==> src/inc/acfg_defines.svh <==
// Purpose: register offsets, field positions, masks and reset values of the config bank
// Assumes: included by its bare name
// Notes: masks clear the open bit positions on write
`ifndef ACFG_DEFINES_SVH
`define ACFG_DEFINES_SVH

// ==========================================================
// register offsets
`define ACFG_A_CHAN 9'h005
`define ACFG_A_PWR 9'h008
`define ACFG_A_CHOP 9'h00c
`define ACFG_A_OFMT 9'h014
`define ACFG_A_ADJ 9'h015
`define ACFG_A_PHASE 9'h016
`define ACFG_A_COMMIT 9'h0ff
`define ACFG_A_OVR 9'h100

// ==========================================================
// writable bit masks
`define ACFG_M_CHAN 8'h33
`define ACFG_M_PWR 8'h03
`define ACFG_M_CHOP 8'h04
`define ACFG_M_OFMT 8'h45
`define ACFG_M_TERM 8'h30
`define ACFG_M_PHASE 8'h7f
`define ACFG_M_OVR 8'h77

// ==========================================================
// field positions
`define ACFG_CHAN_DATA0 0
`define ACFG_CHAN_FCO 4
`define ACFG_PWR_HI 1
`define ACFG_PWR_LO 0
`define ACFG_CHOP_BIT 2
`define ACFG_OFMT_STD 6
`define ACFG_OFMT_INV 2
`define ACFG_OFMT_TWOS 0
`define ACFG_TERM_HI 5
`define ACFG_TERM_LO 4
`define ACFG_ADJ_DRV 0
`define ACFG_PH_IN_HI 6
`define ACFG_PH_IN_LO 4
`define ACFG_PH_OUT_HI 3
`define ACFG_PH_OUT_LO 0
`define ACFG_COMMIT_BIT 0
`define ACFG_SAMP_MSB 11

// ==========================================================
// reset values and limits
`define ACFG_RST_ZERO 8'h00
`define ACFG_RST_OFMT 8'h01
`define ACFG_RST_PHASE 8'h03
`define ACFG_PH_OUT_MAX 4'hb
`define ACFG_CNT_ZERO 3'h0

`endif

==> src/inc/acfg_pkg.sv <==
// Purpose: types shared by the config bank and its sample phase counter
// Assumes: offsets and positions come from acfg_defines.svh
// Notes: none
package acfg_pkg;

	// ==========================================================
	// register access request from the serial control port decoder
	typedef struct packed {
		logic wr;
		logic rd;
		logic [8:0] addr;
		logic [7:0] wdata;
	} acfg_req_t;

	// ==========================================================
	// datapath power controls
	typedef struct packed {
		logic clk_en;
		logic dp_reset;
		logic out_en;
		logic out_reset;
	} acfg_pwr_t;

	// power-mode field decode, in field order
	typedef enum logic [1:0] {
		PM_NORMAL,
		PM_PDOWN,
		PM_STANDBY,
		PM_DRESET
	} acfg_pmode_t;

	// one sample word per data channel
	typedef logic [1:0][11:0] acfg_pair_t;

endpackage : acfg_pkg

==> src/rtl/acfg_phase_delay.sv <==
// Purpose: picks the input clock cycle on which sampling happens under the divider
// Assumes: phase never above the divider ratio
// Notes: without the divider every input clock tick samples
`timescale 1ns/1ps
`include "acfg_defines.svh"
module acfg_phase_delay (
	input wire logic clk,
	input wire logic resetn,
	input wire logic hold,
	input wire logic in_tick,
	input wire logic div_active,
	input wire logic [2:0] div_ratio,
	input wire logic [2:0] phase,
	output logic sample_tick_ff
);
	import acfg_pkg::*;

	logic [2:0] cnt_ff;
	logic [2:0] nxt_cnt;
	logic at_end;
	logic hit;

	// ==========================================================
	// divider cycle counter and phase match
	assign at_end = (cnt_ff == div_ratio);
	assign nxt_cnt = at_end ? `ACFG_CNT_ZERO : 3'(cnt_ff + 3'h1);
	assign hit = div_active ? (cnt_ff == phase) : 1'b1;

	// counter cleared to zero while the datapath is in reset
	always_ff @(posedge clk) begin
		if (!resetn || hold) begin
			cnt_ff <= `ACFG_CNT_ZERO;
			sample_tick_ff <= 1'b0;
		end else begin
			sample_tick_ff <= in_tick & hit;
			if (in_tick) begin
				cnt_ff <= nxt_cnt;
			end
		end
	end
endmodule : acfg_phase_delay

==> src/rtl/acfg_regs.sv <==
// Purpose: output, power and clock configuration register bank of a dual converter
// Assumes: serial port decoder delivers one-cycle read and write requests
// Notes: per-channel data features follow the channel index; the control port resets only on resetn
//
// What this block does
// - index bits 1:0 choose which data channels take per-channel writes
// - index also selects clock outputs, which take only the drive setting
// - all registers but the rate override act at once on write
// - commit bit 0 loads the pending rate override into the active copy
// - power mode 00 runs both channels normally
// - mode 01 gates datapath clocks, resets datapath, disables outputs
// - mode 10 gates clocks and disables outputs, no datapath reset
// - mode 11 resets datapath clocks and outputs, control port untouched
// - control port always usable, reset only by power-on reset
// - chop enable bit moves offsets to half the sample clock
// - standard bit picks normal range or reduced range output levels
// - invert bit flips every bit of the serial output stream
// - format bit set gives two's complement, cleared gives offset binary
// - termination field selects internal output termination resistor
// - drive bit doubles frame and data clock drive of selected clock output
// - termination selection wins over doubled clock drive
// - input phase delays sampling by that many input clocks under divider
// - output clock phase steps 60 degrees per code, reset code 0011
`timescale 1ns/1ps
`include "acfg_defines.svh"
module acfg_regs (
	input wire logic clk,
	input wire logic resetn,
	input acfg_pkg::acfg_req_t req,
	input wire logic in_tick,
	input wire logic div_active,
	input wire logic [2:0] div_ratio,
	input acfg_pkg::acfg_pair_t sample,
	output logic [7:0] rdata_ff,
	output logic rvalid_ff,
	output acfg_pkg::acfg_pwr_t pwr_out_ff,
	output logic chop_en_ff,
	output logic lvds_ieee_ff,
	output logic [1:0] term_sel_ff,
	output logic fco_drive_2x_ff,
	output logic dco_drive_2x_ff,
	output logic [3:0] dco_phase_ff,
	output logic [7:0] ovr_active_ff,
	output acfg_pkg::acfg_pair_t lanes_ff,
	output logic lanes_valid_ff
);
	import acfg_pkg::*;

	// ==========================================================
	// register storage
	logic [7:0] chan_ff;
	logic [7:0] pwr_ff;
	logic [7:0] chop_ff;
	logic [1:0][7:0] ofmt_ff;
	logic [7:0] term_ff;
	logic [1:0] drv_ff;
	logic [7:0] phase_ff;
	logic [7:0] ovr_pend_ff;
	logic sample_tick_ff;

	// ==========================================================
	// address decode
	logic wr_chan;
	logic wr_pwr;
	logic wr_chop;
	logic wr_ofmt;
	logic wr_adj;
	logic wr_phase;
	logic wr_commit;
	logic wr_ovr;
	logic do_commit;
	logic ph_ok;
	logic [7:0] nxt_phase;

	assign wr_chan = req.wr && req.addr == `ACFG_A_CHAN;
	assign wr_pwr = req.wr && req.addr == `ACFG_A_PWR;
	assign wr_chop = req.wr && req.addr == `ACFG_A_CHOP;
	assign wr_ofmt = req.wr && req.addr == `ACFG_A_OFMT;
	assign wr_adj = req.wr && req.addr == `ACFG_A_ADJ;
	assign wr_phase = req.wr && req.addr == `ACFG_A_PHASE;
	assign wr_commit = req.wr && req.addr == `ACFG_A_COMMIT;
	assign wr_ovr = req.wr && req.addr == `ACFG_A_OVR;
	assign do_commit = wr_commit && req.wdata[`ACFG_COMMIT_BIT];

	// reserved output phase codes leave the old code in place
	assign ph_ok = req.wdata[`ACFG_PH_OUT_HI:`ACFG_PH_OUT_LO] <= `ACFG_PH_OUT_MAX;
	assign nxt_phase = ph_ok ? (req.wdata & `ACFG_M_PHASE) :
		((req.wdata & `ACFG_M_PHASE & ~8'h0f) | (phase_ff & 8'h0f));

	// ==========================================================
	// global registers, written at once and reset only by resetn
	always_ff @(posedge clk) begin
		if (!resetn) begin
			chan_ff <= `ACFG_RST_ZERO;
			pwr_ff <= `ACFG_RST_ZERO;
			chop_ff <= `ACFG_RST_ZERO;
			term_ff <= `ACFG_RST_ZERO;
			phase_ff <= `ACFG_RST_PHASE;
			ovr_pend_ff <= `ACFG_RST_ZERO;
			ovr_active_ff <= `ACFG_RST_ZERO;
		end else begin
			if (wr_chan) chan_ff <= req.wdata & `ACFG_M_CHAN;
			if (wr_pwr) pwr_ff <= req.wdata & `ACFG_M_PWR;
			if (wr_chop) chop_ff <= req.wdata & `ACFG_M_CHOP;
			if (wr_adj) term_ff <= req.wdata & `ACFG_M_TERM;
			if (wr_phase) phase_ff <= nxt_phase;
			if (wr_ovr) ovr_pend_ff <= req.wdata & `ACFG_M_OVR;
			if (do_commit) ovr_active_ff <= ovr_pend_ff;
		end
	end

	// ==========================================================
	// per data channel format registers
	genvar g;
	generate
		for (g = 0; g < 2; g++) begin : g_dch
			logic sel;
			logic [7:0] nxt_ofmt;
			assign sel = chan_ff[`ACFG_CHAN_DATA0 + g];
			// standard bit is global, invert and format follow the index
			assign nxt_ofmt = sel ? (req.wdata & `ACFG_M_OFMT) :
				((ofmt_ff[g] & ~(8'h01 << `ACFG_OFMT_STD)) |
				(req.wdata & (8'h01 << `ACFG_OFMT_STD)));
			always_ff @(posedge clk) begin
				if (!resetn) begin
					ofmt_ff[g] <= `ACFG_RST_OFMT;
				end else if (wr_ofmt) begin
					ofmt_ff[g] <= nxt_ofmt;
				end
			end
		end
		// clock outputs take only the drive bit
		for (g = 0; g < 2; g++) begin : g_cch
			always_ff @(posedge clk) begin
				if (!resetn) begin
					drv_ff[g] <= 1'b0;
				end else if (wr_adj && chan_ff[`ACFG_CHAN_FCO + g]) begin
					drv_ff[g] <= req.wdata[`ACFG_ADJ_DRV];
				end
			end
		end
	endgenerate

	// ==========================================================
	// read back, lowest selected channel answers per-channel reads
	logic sel_d;
	logic sel_c;
	logic [7:0] adj_rd;
	logic [7:0] rd_sel;

	assign sel_d = !chan_ff[`ACFG_CHAN_DATA0] && chan_ff[`ACFG_CHAN_DATA0 + 1];
	assign sel_c = !chan_ff[`ACFG_CHAN_FCO] && chan_ff[`ACFG_CHAN_FCO + 1];
	assign adj_rd = term_ff | (8'(drv_ff[sel_c]) << `ACFG_ADJ_DRV);
	assign rd_sel = (req.addr == `ACFG_A_CHAN) ? chan_ff :
		(req.addr == `ACFG_A_PWR) ? pwr_ff :
		(req.addr == `ACFG_A_CHOP) ? chop_ff :
		(req.addr == `ACFG_A_OFMT) ? ofmt_ff[sel_d] :
		(req.addr == `ACFG_A_ADJ) ? adj_rd :
		(req.addr == `ACFG_A_PHASE) ? phase_ff :
		(req.addr == `ACFG_A_OVR) ? ovr_pend_ff :
		`ACFG_RST_ZERO;

	// answer every read regardless of power mode
	always_ff @(posedge clk) begin
		if (!resetn) begin
			rdata_ff <= `ACFG_RST_ZERO;
			rvalid_ff <= 1'b0;
		end else begin
			rvalid_ff <= req.rd;
			rdata_ff <= req.rd ? rd_sel : `ACFG_RST_ZERO;
		end
	end

	// ==========================================================
	// power mode decode
	acfg_pmode_t pmode;
	acfg_pwr_t nxt_pwr;

	assign pmode = acfg_pmode_t'(pwr_ff[`ACFG_PWR_HI:`ACFG_PWR_LO]);

	always_comb begin
		nxt_pwr = '0;
		case (pmode)
			PM_NORMAL: begin
				nxt_pwr.clk_en = 1'b1;
				nxt_pwr.out_en = 1'b1;
			end
			PM_PDOWN: begin
				nxt_pwr.dp_reset = 1'b1;
			end
			PM_STANDBY: begin
				nxt_pwr.dp_reset = 1'b0;
			end
			PM_DRESET: begin
				nxt_pwr.dp_reset = 1'b1;
				nxt_pwr.out_reset = 1'b1;
			end
			default: begin
				nxt_pwr = '0;
			end
		endcase
	end

	// ==========================================================
	// static settings driven to the analog and output logic
	logic term_on;

	assign term_on = term_ff[`ACFG_TERM_HI:`ACFG_TERM_LO] != 2'h0;

	always_ff @(posedge clk) begin
		if (!resetn) begin
			pwr_out_ff <= '0;
			chop_en_ff <= 1'b0;
			lvds_ieee_ff <= 1'b0;
			term_sel_ff <= 2'h0;
			fco_drive_2x_ff <= 1'b0;
			dco_drive_2x_ff <= 1'b0;
			dco_phase_ff <= 4'(`ACFG_RST_PHASE);
		end else begin
			pwr_out_ff <= nxt_pwr;
			chop_en_ff <= chop_ff[`ACFG_CHOP_BIT];
			lvds_ieee_ff <= ofmt_ff[0][`ACFG_OFMT_STD];
			term_sel_ff <= term_ff[`ACFG_TERM_HI:`ACFG_TERM_LO];
			fco_drive_2x_ff <= drv_ff[0] && !term_on;
			dco_drive_2x_ff <= drv_ff[1] && !term_on;
			dco_phase_ff <= phase_ff[`ACFG_PH_OUT_HI:`ACFG_PH_OUT_LO];
		end
	end

	// ==========================================================
	// sampling phase under the clock divider
	acfg_phase_delay u_phase (
		.clk(clk),
		.resetn(resetn),
		.hold(pwr_out_ff.dp_reset),
		.in_tick(in_tick),
		.div_active(div_active),
		.div_ratio(div_ratio),
		.phase(phase_ff[`ACFG_PH_IN_HI:`ACFG_PH_IN_LO]),
		.sample_tick_ff(sample_tick_ff)
	);

	// ==========================================================
	// output word shaping per data channel
	acfg_pair_t shaped;

	generate
		for (g = 0; g < 2; g++) begin : g_shape
			logic [11:0] fmt;
			assign fmt = ofmt_ff[g][`ACFG_OFMT_TWOS] ? sample[g] :
				(sample[g] ^ (12'h001 << `ACFG_SAMP_MSB));
			assign shaped[g] = ofmt_ff[g][`ACFG_OFMT_INV] ? ~fmt : fmt;
		end
	endgenerate

	// lanes cleared in reset, frozen with clocks gated, held with valid low when disabled
	always_ff @(posedge clk) begin
		if (!resetn || pwr_out_ff.dp_reset || pwr_out_ff.out_reset) begin
			lanes_ff <= '0;
			lanes_valid_ff <= 1'b0;
		end else if (!pwr_out_ff.out_en) begin
			lanes_valid_ff <= 1'b0;
		end else if (pwr_out_ff.clk_en) begin
			lanes_valid_ff <= sample_tick_ff;
			if (sample_tick_ff) lanes_ff <= shaped;
		end
	end
endmodule : acfg_regs

==> config.mk <==
export PLATFORM = sky130hd
export DESIGN_NAME = acfg_regs
export DESIGN_NICKNAME = d
export VERILOG_FILES = /design/src/inc/acfg_pkg.sv /design/src/rtl/acfg_phase_delay.sv /design/src/rtl/acfg_regs.sv
export VERILOG_INCLUDE_DIRS = /design/src /design/src/inc
export SDC_FILE = /design/constraint.sdc
export NUM_CORES = 1
export LEC_CHECK = 0
export ABC_AREA = 1
export BUFFER_PORTS_ARGS = -buffer_cell sky130_fd_sc_hd__buf_2
export CELL_PAD_IN_SITES_DETAIL_PLACEMENT = 1
export CELL_PAD_IN_SITES_GLOBAL_PLACEMENT = 1
export CORE_ASPECT_RATIO = 0.75
export CORE_MARGIN = 5
export CORE_UTILIZATION = 33
export CTS_BUF_LIST = sky130_fd_sc_hd__clkbuf_16
export DETAILED_ROUTE_END_ITERATION = 8
export PLACE_DENSITY = 0.85
export SLEW_MARGIN = 20
export SYNTH_ARGS = -nofsm -noshare
export SYNTH_HDL_FRONTEND = slang
export SYNTH_SLANG_ARGS = --single-unit
export TNS_END_PERCENT = 50
==> constraint.sdc <==
create_clock -name clk -period 1.26 [get_ports clk]
set_input_delay 0.063 -clock clk [delete_from_list [all_inputs] [get_ports clk]]
set_output_delay 0.063 -clock clk [all_outputs]
set_load 0.01 [all_outputs]
# After elaboration in Yosys (flattened, before gate mapping)
# Cells that the tools add are included.
classes:
  addsub: 1
  n_lt_le_gt_ge: 3
  eq_ne: 12
  mux: 23
  bitwise_logic: 11
  reduce_logical: 29
op_table:
  columns: ["cell", "n"]
  rows:
  - ["two-way mux 8 bit", 7]
  - ["two-way mux 12 bit", 4]
  - ["equality test 9 x 5 -> 1 bit (second input constant)", 3]
  - ["NOT 12 bit", 2]
  - ["equality test 9 x 4 -> 1 bit (second input constant)", 2]
  - ["two-way mux 6 bit", 3]
  - ["OR 8 x 7 -> 8 bit", 2]
  - ["logical AND 1 bit", 15]
  - ["two-way mux 7 bit", 2]
  - ["equality test 9 x 3 -> 1 bit (second input constant)", 1]
  - ["equality test 9 x 8 -> 1 bit (second input constant)", 1]
  - ["equality test 9 bit (second input constant)", 1]
  - ["OR 7 x 4 -> 7 bit", 1]
  - ["equality test 3 bit", 2]
  - ["two-way mux 1 bit", 6]
  - ["OR 6 x 1 -> 6 bit", 1]
  - ["less-or-equal comparator 4 bit (second input constant)", 1]
  - ["logical NOT 1 bit", 4]
  - ["less-than comparator 1 x 2 -> 1 bit (second input constant)", 2]
  - ["NOT 1 bit", 4]
  - ["AND reduction 2 bit", 2]
  - ["OR reduction 2 bit", 2]
  - ["OR reduction 4 bit", 1]
  - ["adder 3 x 1 -> 3 bit (second input constant)", 1]
  - ["8 further kinds", 9]
totals:
  ff_bits: 98
  input_bits: 50
  output_inout_bits: 56
  elab_cells: 108

# Depth between registers and ports, before layout
# Gate-level depths: netlist of the first run.
depth:
  ltp_word: 10
  ltp_mapped: 9
  ltp_nobuf: 9

# Cells and area by module
# From an unflattened synthesis of the first run, not the netlist that was laid out.
hier_totals:
  hier_cells: 499
  hier_area_um2: 3823.7
modules_own_cells:
  columns: ["mod", "instances", "cells_each", "area_each_um2", "seq_area_each_um2"]
  rows:
  - ["acfg_regs", 1, 452, 3529.6, 1621.6]
  - ["acfg_phase_delay", 1, 47, 294.0, 80.1]

# Worst setup path before layout of the first run
# Ideal clock, no wire load.
synth_path:
  path_type: "register to register"
  startpoint: "register pwr_out_ff[1] in the netlist's numbering"
  endpoint: "register lanes_ff[0] in the netlist's numbering"
  arrival_time_ns: 1.131
  path_slack_ns: -0.003
  path_stages_with_launch: 6
  cell_sequence: "dfxtp_1 > nand2_1 > inv_1 > clkbuf_1 > clkbuf_1 > a21oi_1"
synth_between:
  elab_chain_len: 1
synth_lines:
  columns: ["item", "line_no", "rtl"]
  rows:
  - ["from (decl)", "acfg_regs.sv:36", "output acfg_pkg::acfg_pwr_t pwr_out_ff,"]
  - ["from (signal assigned)", "acfg_regs.sv:220", "pwr_out_ff <= nxt_pwr;"]
  - ["AND reduction 2 bit (no source line)", null, null]
  - ["to (signal assigned)", "acfg_regs.sv:265", "if (sample_tick_ff) lanes_ff <= shaped;"]
  - ["to (decl)", "acfg_regs.sv:44", "output acfg_pkg::acfg_pair_t lanes_ff,"]
# No other way between the ends.
# A chain may end at the register's enable or synchronous reset.

# Worst setup path in the final report of the first run
layout_path:
  startpoint: "register chan_ff[0]"
  endpoint: "register rdata_ff[2]"
layout_between:
  elab_chain_len: 6
layout_lines:
  columns: ["item", "line_no", "rtl"]
  rows:
  - ["from (decl)", "acfg_regs.sv:51", "logic [7:0] chan_ff;"]
  - ["from (signal assigned)", "acfg_regs.sv:94", "chan_ff <= `ACFG_RST_ZERO;"]
  - ["from (signal assigned)", "acfg_regs.sv:102", "if (wr_chan) chan_ff <= req.wdata & `ACFG_M_CHAN;"]
  - ["logical NOT 1 bit", "acfg_regs.sv:151", "assign sel_d = !chan_ff[`ACFG_CHAN_DATA0] && chan_ff[`ACFG_CHAN_DATA0 + 1];"]
  - ["logical AND 1 bit", "acfg_regs.sv:151", null]
  - ["two-way mux 8 bit (implied by the code) (2 in a row)", "acfg_regs.sv:157", "(req.addr == `ACFG_A_OFMT) ? ofmt_ff[sel_d] :"]
  - ["two-way mux 8 bit (no source line)", null, null]
  - ["two-way mux 6 bit (no source line)", null, null]
  - ["to (signal assigned)", "acfg_regs.sv:166", "rdata_ff <= `ACFG_RST_ZERO;"]
  - ["to (signal assigned)", "acfg_regs.sv:170", "rdata_ff <= req.rd ? rd_sel : `ACFG_RST_ZERO;"]
  - ["to (decl)", "acfg_regs.sv:34", "output logic [7:0] rdata_ff,"]
# No other way between the ends. The select of a mux whose other input is x is not followed.

==> results of run 1 <==
[cells by family (layout without fill, tap and decap cells)]
family,after synthesis,in the layout
AND/OR/NAND/NOR,168,168
AO/OA/AOI/OAI,112,112
flip-flops,85,85
buffers and inverters,75,200
XOR/XNOR,32,32
adder cells (fa/ha/maj),1,1
other,1,3
[worst min path at each step]
stage / from / endpoint / cells after the start
after floorplan: div_active / u_phase.sample_tick_ff / 1
after global placement: div_active / u_phase.sample_tick_ff / 2
after detailed placement: div_active / u_phase.sample_tick_ff / 2
after CTS: req[17] / rdata_ff[4] / 3
after global routing: req[17] / rdata_ff[4] / 3
final: req[17] / rdata_ff[4] / 3
[cell usage in the layout, fill, tap and decap left out, types with 3 or more instances in the layout]
cell / count
buf_2: 101
dfxtp_1: 83
nand2_1: 68
a21oi_1: 50
inv_1: 49
o21ai_0: 49
nor2_1: 33
nand3_1: 32
xnor2_1: 30
buf_4: 25
clkbuf_16: 9
nor3_1: 8
inv_2: 5
nor2_4: 5
nand2_2: 5
nand4_1: 5
o21ai_1: 5
nor4_1: 3
or2_2: 3
clkinv_2: 3
conb_1: 3
[state kept, by name, indices dropped and copies added, names as in the netlist, 2 cells and up]
signal / flops
dco_phase_ff: 4
term_sel_ff: 2
lanes_ff: 24
pwr_ff: 2
pwr_out_ff: 3
ovr_pend_ff: 6
phase_ff: 7
rdata_ff: 7
term_ff: 2
u_phase.cnt_ff: 3
ovr_active_ff: 6
ofmt_ff: 5
drv_ff: 2
chan_ff: 4
[layer usage]
metal / up-vias / routed length [um] / track usage, %
met1: 1762 / 5040 / 20.8
met2: 89 / 6130 / 32.2
met5: - / 0 / 0
li1: 1785 / - / -
met4: 0 / 290 / 7.27
met3: 23 / 541 / 3.92
[worst register-to-register path, delay by kind of cell, from the launching register on]
| kind | cells | cell delay (ps) |
|---|---|---|
| flip-flops | 1 | 350 |
| AND/OR/NAND/NOR | 4 | 330 |
| buffers and inverters | 1 | 80 |
| AO/OA/AOI/OAI | 3 | 340 |
[per-stage QoR]
stage                     util, %  setup WS [ps]  hold WS (ps)
after CTS                    44.0           9.27          8.86
after floorplan                 -          -3.29           162
after detailed placement     41.2          -88.1           293
after global routing         44.0           1.49          10.2
after global placement       41.2          -8.37           288
final                        44.0           77.8          15.2
[final cells by class]
cell class	instances	area, um^2	area share [%]
sequential	85	1700	35.5
multi-input combinational	316	1680	35.0
timing repair buffer	130	753	15.7
clock buffer	9	225	4.69
inverter	55	208	4.33
tap	140	175	3.65
clock inverter	6	55.1	1.15
[power by group through the flow]
stage                     combinational [mW]  sequential (mW)  clock [mW]
after global placement                 0.510             2.83           0
after detailed placement               0.539             2.84           0
after global routing                   0.601             2.79        2.70
final                                  0.549             2.78        2.53
after floorplan                        0.249             2.86           0
after CTS                              0.550             2.78        2.59
[what timing repair did]
item | 4_1_cts | 5_1_grt
pin swaps | 0 | 0
hold buffers | 2 | 0
endpoints found under the hold margin | 2 | 0
resized for setup | 1 | 5
setup endpoints to repair | 1 | 20
==> impl_metrics.toml, run 1 <==
[route]
vias = 3659
via_per_inst = 4.94
ant_nets = 0
first_pass_iters = 4
wire_per_inst_um = 16.2
drc_errors = 0
drtIter0Drc = 173
wl_um = 12000

[yosys]
yosysSeqAreaShare_pct = 46.3
synth.area.mux_share_pct = 0
ys_types = 35
syn_avg_cell_area_um2 = 7.76
synth_edf_count = 0
yosys.area.top_type = "dfxtp_1"
synth_compound_area_share_pct = 15.8
ys_top_cells_by_area = "dfxtp_1 (46%), xnor2_1 (7.1%), o21ai_0 (6.9%), nand2_1 (6.9%), a21oi_1 (6.8%)"
synth_top_area_share_pct = 46.3
synth_top_family_by_area = "simple AND/OR/NAND/NOR gates"
synth_xor_area_share_pct = 7.62
synth_most_common_cell = "dfxtp_1"
synthSimpleGateAreaFrac_pct = 21.4
synth_fa_ha_area_share_pct = 0.340
synth_cells = 474
synthArstFlopShare_pct = 0
syn-cell-area_mm2 = 0.00368
synthFlopType = "dfxtp_1"
synth_common_cells = "dfxtp_1 (85), nand2_1 (68), o21ai_0 (51), a21oi_1 (50), inv_1 (49)"
synth_warnings = 0
ys_seq_elements = 85

[sta]
fin_tns_setup_ps = 0
max_freq_mhz = 846
finalSetupViolCount = 0
rsz0062_at_grt = "false"
slew_viol_final = 0
skew_ps = 4.15
hold_violations = 0
finalCritPeriodShare_pct = 93.8
finalCriticalPeriod_ps = 1180

[worst_setup_path]
crit_path_end_kind = "flop"
crit_chain = "inv_1 -> nand2_1 -> nand2_1 -> o21ai_1 -> nand3_1 -> o21ai_0 -> nor2_1 -> a21oi_2"
cp_common_cell = "nand2_1"
crit_end = "rdata_ff[2]"
rr_worst_depth = 8
critPathBufInv = 1
rrSetupSlack_ps = 80
startpoint = "chan_ff[0]"
crit_type = "reg -> reg"
r2r-start = "chan_ff[0]"
max_stage_delay_ps = 350
cp.required_ps = 1520
path_max_fanout = 3
cpMaxStageDelayCell = "dfxtp_1"
r2r_end = "rdata_ff[2]"
crit_cells = 8
path_delay_family = "flip-flops"
cp-start-kind = "flop"
arrival_ps = 1450

[run]
maxCapViolCount = 0

[clock_network]
cts_made_buffers = 9
htreeDepth = 3
cts_tree = "done"
cts_root_buf = "clkbuf_16"
clock_sinks = 85
clock_latency_ps = 340
path_clk_slew_ps = 60
clock_tree.buffer_depth = 2
post-cts-setup-buffers = 0

[power]
p_clk_share_pct = 43.2
power_frac_seq_pct = 47.4
power.density_mw_per_mm2 = 1220
vdd_drop_max_v = 0.000647
internal_power_mw = 4.48
power.total_mw = 5.86
combPwrFrac_pct = 9.4
p_sw_mw = 1.38
p_leak_nw = 2.23
swShare_pct = 23.6

[placed_design]
numPortBuffers = 101
placed_cells = 724
place_area_mm2 = 0.00449
post-dp-hpwl_um = 9200
place_congestion = 0.870

[grt]
grt_util_all_layers_pct = 17.9
grt_pass1_vias = 3927
globalRoute.totalOverflow = 0
grt_max_degree = 49
antenna_found_initial = 0
grt_pass1_wl_um = 19200

[die]
start_util_pct = 33.7
num_rows = 33
die_area_mm2 = 0.0134
die_h_um = 101
core-area_mm2 = 0.0109
ios = 106
die_w_um = 132

[final_layout]
fin_area_mm2 = 0.00480
drive_above_1_share_pct = 28.0
finalNetCount = 648
fin_cells = 741
fillers = 1376
n_antenna_cell = 0
syn_to_final_growth_pct = 30.5

[hold_path]
hold_path_class = "in -> reg"

[run_status]
status = "completed"
No activity file was read; power rests on OpenSTA's default activity.
==> run 2, diff against run 1 <==
--- a/config.mk
+++ b/config.mk
@@ -16,6 +16,7 @@
 export CTS_BUF_LIST = sky130_fd_sc_hd__clkbuf_16
 export DETAILED_ROUTE_END_ITERATION = 8
 export PLACE_DENSITY = 0.85
+export RECOVER_POWER = 50
 export SLEW_MARGIN = 20
 export SYNTH_ARGS = -nofsm -noshare
 export SYNTH_HDL_FRONTEND = slang
==> impl_metrics.toml, run 2 (synthesized netlist as in run 1, its figures left out) <==
[clock_network]
cts_tree = "done"
clock_sinks = 85
cts_made_buffers = 9
path_clk_slew_ps = 60
post-cts-setup-buffers = 0
cts_root_buf = "clkbuf_16"
clock_tree.buffer_depth = 2
clock_latency_ps = 340
htreeDepth = 3

[route]
first_pass_iters = 4
via_per_inst = 4.92
drtIter0Drc = 179
vias = 3646
wl_um = 12000
ant_nets = 0
wire_per_inst_um = 16.2
drc_errors = 0

[sta]
finalCriticalPeriod_ps = 1160
finalCritPeriodShare_pct = 91.8
finalSetupViolCount = 0
skew_ps = 4.18
tightest_slew_ps = 581
hold_violations = 0
slew_headroom_pct = 61.3
max_freq_mhz = 864
rsz0062_at_grt = "false"
setup_slack_ps = 103
slew_viol_final = 0

[grt]
grt_max_degree = 49
grt_pass1_wl_um = 19200
grt_pass1_vias = 3927
antenna_found_initial = 0
globalRoute.totalOverflow = 0
grt_util_all_layers_pct = 17.9

[worst_setup_path]
cp_common_cell = "nand2_1"
cpMaxStageDelayCell = "dfxtp_1"
crit_chain = "inv_1 -> nand2_1 -> nand2_1 -> o21ai_1 -> nand3_1 -> o21ai_0 -> nor2_1 -> a21oi_2"
cp-start-kind = "flop"
crit_type = "reg -> reg"
max_stage_delay_ps = 350
crit_path_end_kind = "flop"
cp.required_ps = 1530
path_max_fanout = 3
arrival_ps = 1420

[die]
die_area_mm2 = 0.0134
ios = 106
num_rows = 33
start_util_pct = 33.7
core-area_mm2 = 0.0109
die_w_um = 132
die_h_um = 101

[final_layout]
finalNetCount = 648
largest_reg_flops = 24
final_cell_mix = "dfxtp_1 (83), nand2_1 (68), buf_2 (51), a21oi_1 (50), clkbuf_1 (50)"
syn_to_final_growth_pct = 28.7
final_core_util_pct = 43.4
n_antenna_cell = 0
drive_above_1_share_pct = 19.6
final_common_cell = "dfxtp_1"
reg.largest.list = "lanes_ff: 24 flops, phase_ff: 7 flops, rdata_ff: 7 flops"
fin_cells = 741
largest-register = "lanes_ff"

[placed_design]
post-dp-hpwl_um = 9200
numPortBuffers = 101
placed_cells = 724
place_congestion = 0.870
dp_worst_setup_slack_ps = -88.1

[run_status]
status = "completed"

[hold_path]
hold_path_class = "in -> reg"

[power]
power.total_mw = 5.85
p_leak_nw = 2.03
vdd_drop_max_v = 0.000649
power.density_mw_per_mm2 = 1240

[run]
maxCapViolCount = 0
-- run 2: cell count changes in the layout (fill, tap and decap cells not counted), sizes merged --
| cell | before | now |
|---|---|---|
| buf | 128 | 77 |
| clkbuf | 9 | 60 |
-- run 2: report_power, final --
part	total (mW)	internal, mW	switching, mW
combinational	0.535	0.215	0.320
clock	2.53	1.50	1.03
sequential	2.78	2.75	0.0361
-- run 2: area by class of cell --
type,count,area (um^2)
clock buffers,9,225
clock inverters,6,55.1
fillers,1402,6160
inverters,55,208
multi-input cells,316,1680
flip-flops and latches,85,1700
well taps,140,175
repair buffers,130,688
-- run 2: final timing paths --
| kind | to | startpoint | slack [ps] | depth (start not counted) |
|---|---|---|---|---|
| setup / recovery | rdata_ff[2] | chan_ff[0] | 100 | 8 |
| hold / removal | rdata_ff[4] | req[17] | 10 | 3 |
| hold reg to reg | term_sel_ff[0] | term_ff[4] | 450 | 2 |
| setup reg to reg | rdata_ff[2] | chan_ff[0] | 100 | 8 |
-- run 2: layer usage --
| layer | track usage (%) | vias up | share of wire (%) |
|---|---|---|---|
| met5 | 0 | - | 0 |
| met4 | 7.27 | 0 | 2.4 |
| met3 | 3.92 | 24 | 4.7 |
| met2 | 32.2 | 87 | 51 |
| met1 | 20.8 | 1751 | 42 |
| li1 | - | 1784 | - |
-- run 2: metrics by stage --
stage	TNS (ps)	cell area (um^2)	hold WS (ps)
floorplan	-65.8	3690	162
global placement	-8.98	4490	288
detailed placement	-425	4490	293
CTS	0	4790	8.86
global route	0	4740	10.2
finish	0	4740	13.9
-- run 2: what timing repair did --
item	in CTS	in global routing
setup endpoints to repair	1	20
hold endpoints to repair	2	0
gates resized for setup	1	5
hold buffers	2	0
-- run 2: worst max-delay path: cells and delay by family, from the launching register on --
kind / cells / cell delay [ps]
AND/OR/NAND/NOR: 4 / 320
buffers and inverters: 1 / 80
AO/OA/AOI/OAI: 3 / 320
flip-flops: 1 / 350
==> run 3, diff against run 2 <==
--- a/config.mk
+++ b/config.mk
@@ -15,6 +15,7 @@
 export CORE_UTILIZATION = 33
 export CTS_BUF_LIST = sky130_fd_sc_hd__clkbuf_16
 export DETAILED_ROUTE_END_ITERATION = 8
+export HOLD_SLACK_MARGIN = 0.1
 export PLACE_DENSITY = 0.85
 export RECOVER_POWER = 50
 export SLEW_MARGIN = 20
==> impl_metrics.toml, run 3 (synthesized netlist as in run 1, its figures left out) <==
[run_status]
status = "complete, but fails checks"
violations = "setup timing"

[sta]
finalCriticalPeriod_ps = 1320
hold_violations = 0
finalSetupViolCount = 6
slew_viol_final = 0
rsz0062_at_grt = "true"
max_freq_mhz = 757
finalCritPeriodShare_pct = 105
skew_ps = 13.4
setup_slack_ps = -60.8

[grt]
globalRoute.totalOverflow = 0
grt_max_degree = 49
grt_pass1_vias = 4255
antenna_found_initial = 0
grt_pass1_wl_um = 22400
grt_util_all_layers_pct = 21.2

[worst_setup_path]
cp-start-kind = "flop"
crit_type = "reg -> reg"
crit_chain = "inv_1 -> nand2_2 -> o21ai_1 -> nand3_1 -> o21ai_0 -> nor2_1 -> a21oi_2"
critPathBufInv = 1
cpMaxStageDelayCell = "dfxtp_2"
max_stage_delay_ps = 330
arrival_ps = 1590
path_max_fanout = 3
r2r-start = "chan_ff[0]"
startpoint = "chan_ff[0]"
cp.required_ps = 1530
path_delay_family = "compound AO/OA/AOI/OAI gates"
crit_path_end_kind = "flop"

[final_layout]
syn_to_final_growth_pct = 39.7
largest-register = "lanes_ff"
regArea_mm2 = 0.00171
multi_input_area_mm2 = 0.00169
finalNetCount = 679
fillers = 1355
final_common_cell = "buf_2"
final_cell_mix = "buf_2 (101), dfxtp_1 (82), nand2_1 (67), a21oi_1 (49), inv_1 (48)"
largest_reg_flops = 24
n_antenna_cell = 0
drive_above_1_share_pct = 27.5
final_core_util_pct = 47.1
reg.largest.list = "lanes_ff: 24 flops, phase_ff: 7 flops, rdata_ff: 7 flops"

[die]
die_w_um = 132
start_util_pct = 33.7
core-area_mm2 = 0.0109
num_rows = 33
ios = 106
die_h_um = 101
die_area_mm2 = 0.0134

[clock_network]
path_clk_slew_ps = 60
clock_tree.buffer_depth = 2
cts_root_buf = "clkbuf_16"
cts_tree = "done"
cts_made_buffers = 9
clock_latency_ps = 350
htreeDepth = 3
clock_sinks = 85

[placed_design]
post-dp-hpwl_um = 9200
place_congestion = 0.870
numPortBuffers = 101

[hold_path]
hold_path_class = "in -> reg"
hold_path_startpoint = "sample[11]"

[power]
vdd_drop_max_v = 0.000631
p_leak_nw = 2.37
power.density_mw_per_mm2 = 1180
power.total_mw = 6.07

[route]
wl_um = 15300
drc_errors = 0
wire_per_inst_um = 19.9
drtIter0Drc = 330
first_pass_iters = 5
ant_nets = 0
via_per_inst = 5.19
vias = 4004

[run]
maxCapViolCount = 0
-- run 3: cell count changes in the layout (fill, tap and decap cells not counted), moves of 2 or more --
cell / previous run / this run
o21ai_0: 49 / 43
o21ai_1: 5 / 11
dlygate4sd3_1: 2 / 31
buf_4: 24 / 26
clkbuf_1: 50 / 0
buf_2: 51 / 101
-- run 3: through the flow --
stage	std cells	cell area, um^2	setup slack [ps]	setup TNS [ps]	hold slack (ps)
6_report	772	5140	-60.8	-156	110
5_1_grt	772	5140	-94.2	-885	124
4_1_cts	770	5080	9.27	0	102
3_5_place_dp	724	4490	-88.1	-425	293
3_3_place_gp	724	4490	-8.37	-8.98	288
2_1_floorplan	476	3690	-3.29	-65.8	162
-- run 3: layout make-up --
type / instances / share of cell area (%)
flip-flops and latches: 85 / 33.2
multi-input cells: 316 / 32.9
repair buffers: 161 / 20.9
clock buffers: 9 / 4.38
inverters: 55 / 4.09
well taps: 140 / 3.41
clock inverters: 6 / 1.07
-- run 3: what timing repair did --
action / 4_1_cts / 5_1_grt
cloned: 0 / 1
setup buffers: 0 / 1
hold buffers: 31 / 0
endpoints found under the setup margin: 1 / 29
pin swaps: 0 / 0
endpoints found under the hold margin: 38 / 0
resized for setup: 1 / 17
-- run 3: power breakdown --
group,total (mW),switching (mW),internal [mW]
Combinational,0.678,0.377,0.301
Clock,2.61,1.10,1.50
Sequential,2.79,0.0431,2.75
-- run 3: tightest hold or removal path, cell delays in order --
cell and delay [ps]:
buf_2 80, xnor2_1 60, xor2_1 120, a21oi_1 70
-- run 3: metal layers --
metal  vias to the layer above  track usage, %  wire (um)
met5                         -               0          0
met1                      1923            23.3       5920
met4                         0            12.7        762
met3                        61            4.67        817
li1                       1853               -          -
met2                       167            38.1       7830
-- run 3: path summary, 6_finish.rpt --
kind	end	slack [ps]	cells after the start
max	rdata_ff[2]	-60	7
min	lanes_ff[11]	110	4
max reg2reg	rdata_ff[2]	-60	7
min reg2reg	term_sel_ff[0]	450	2
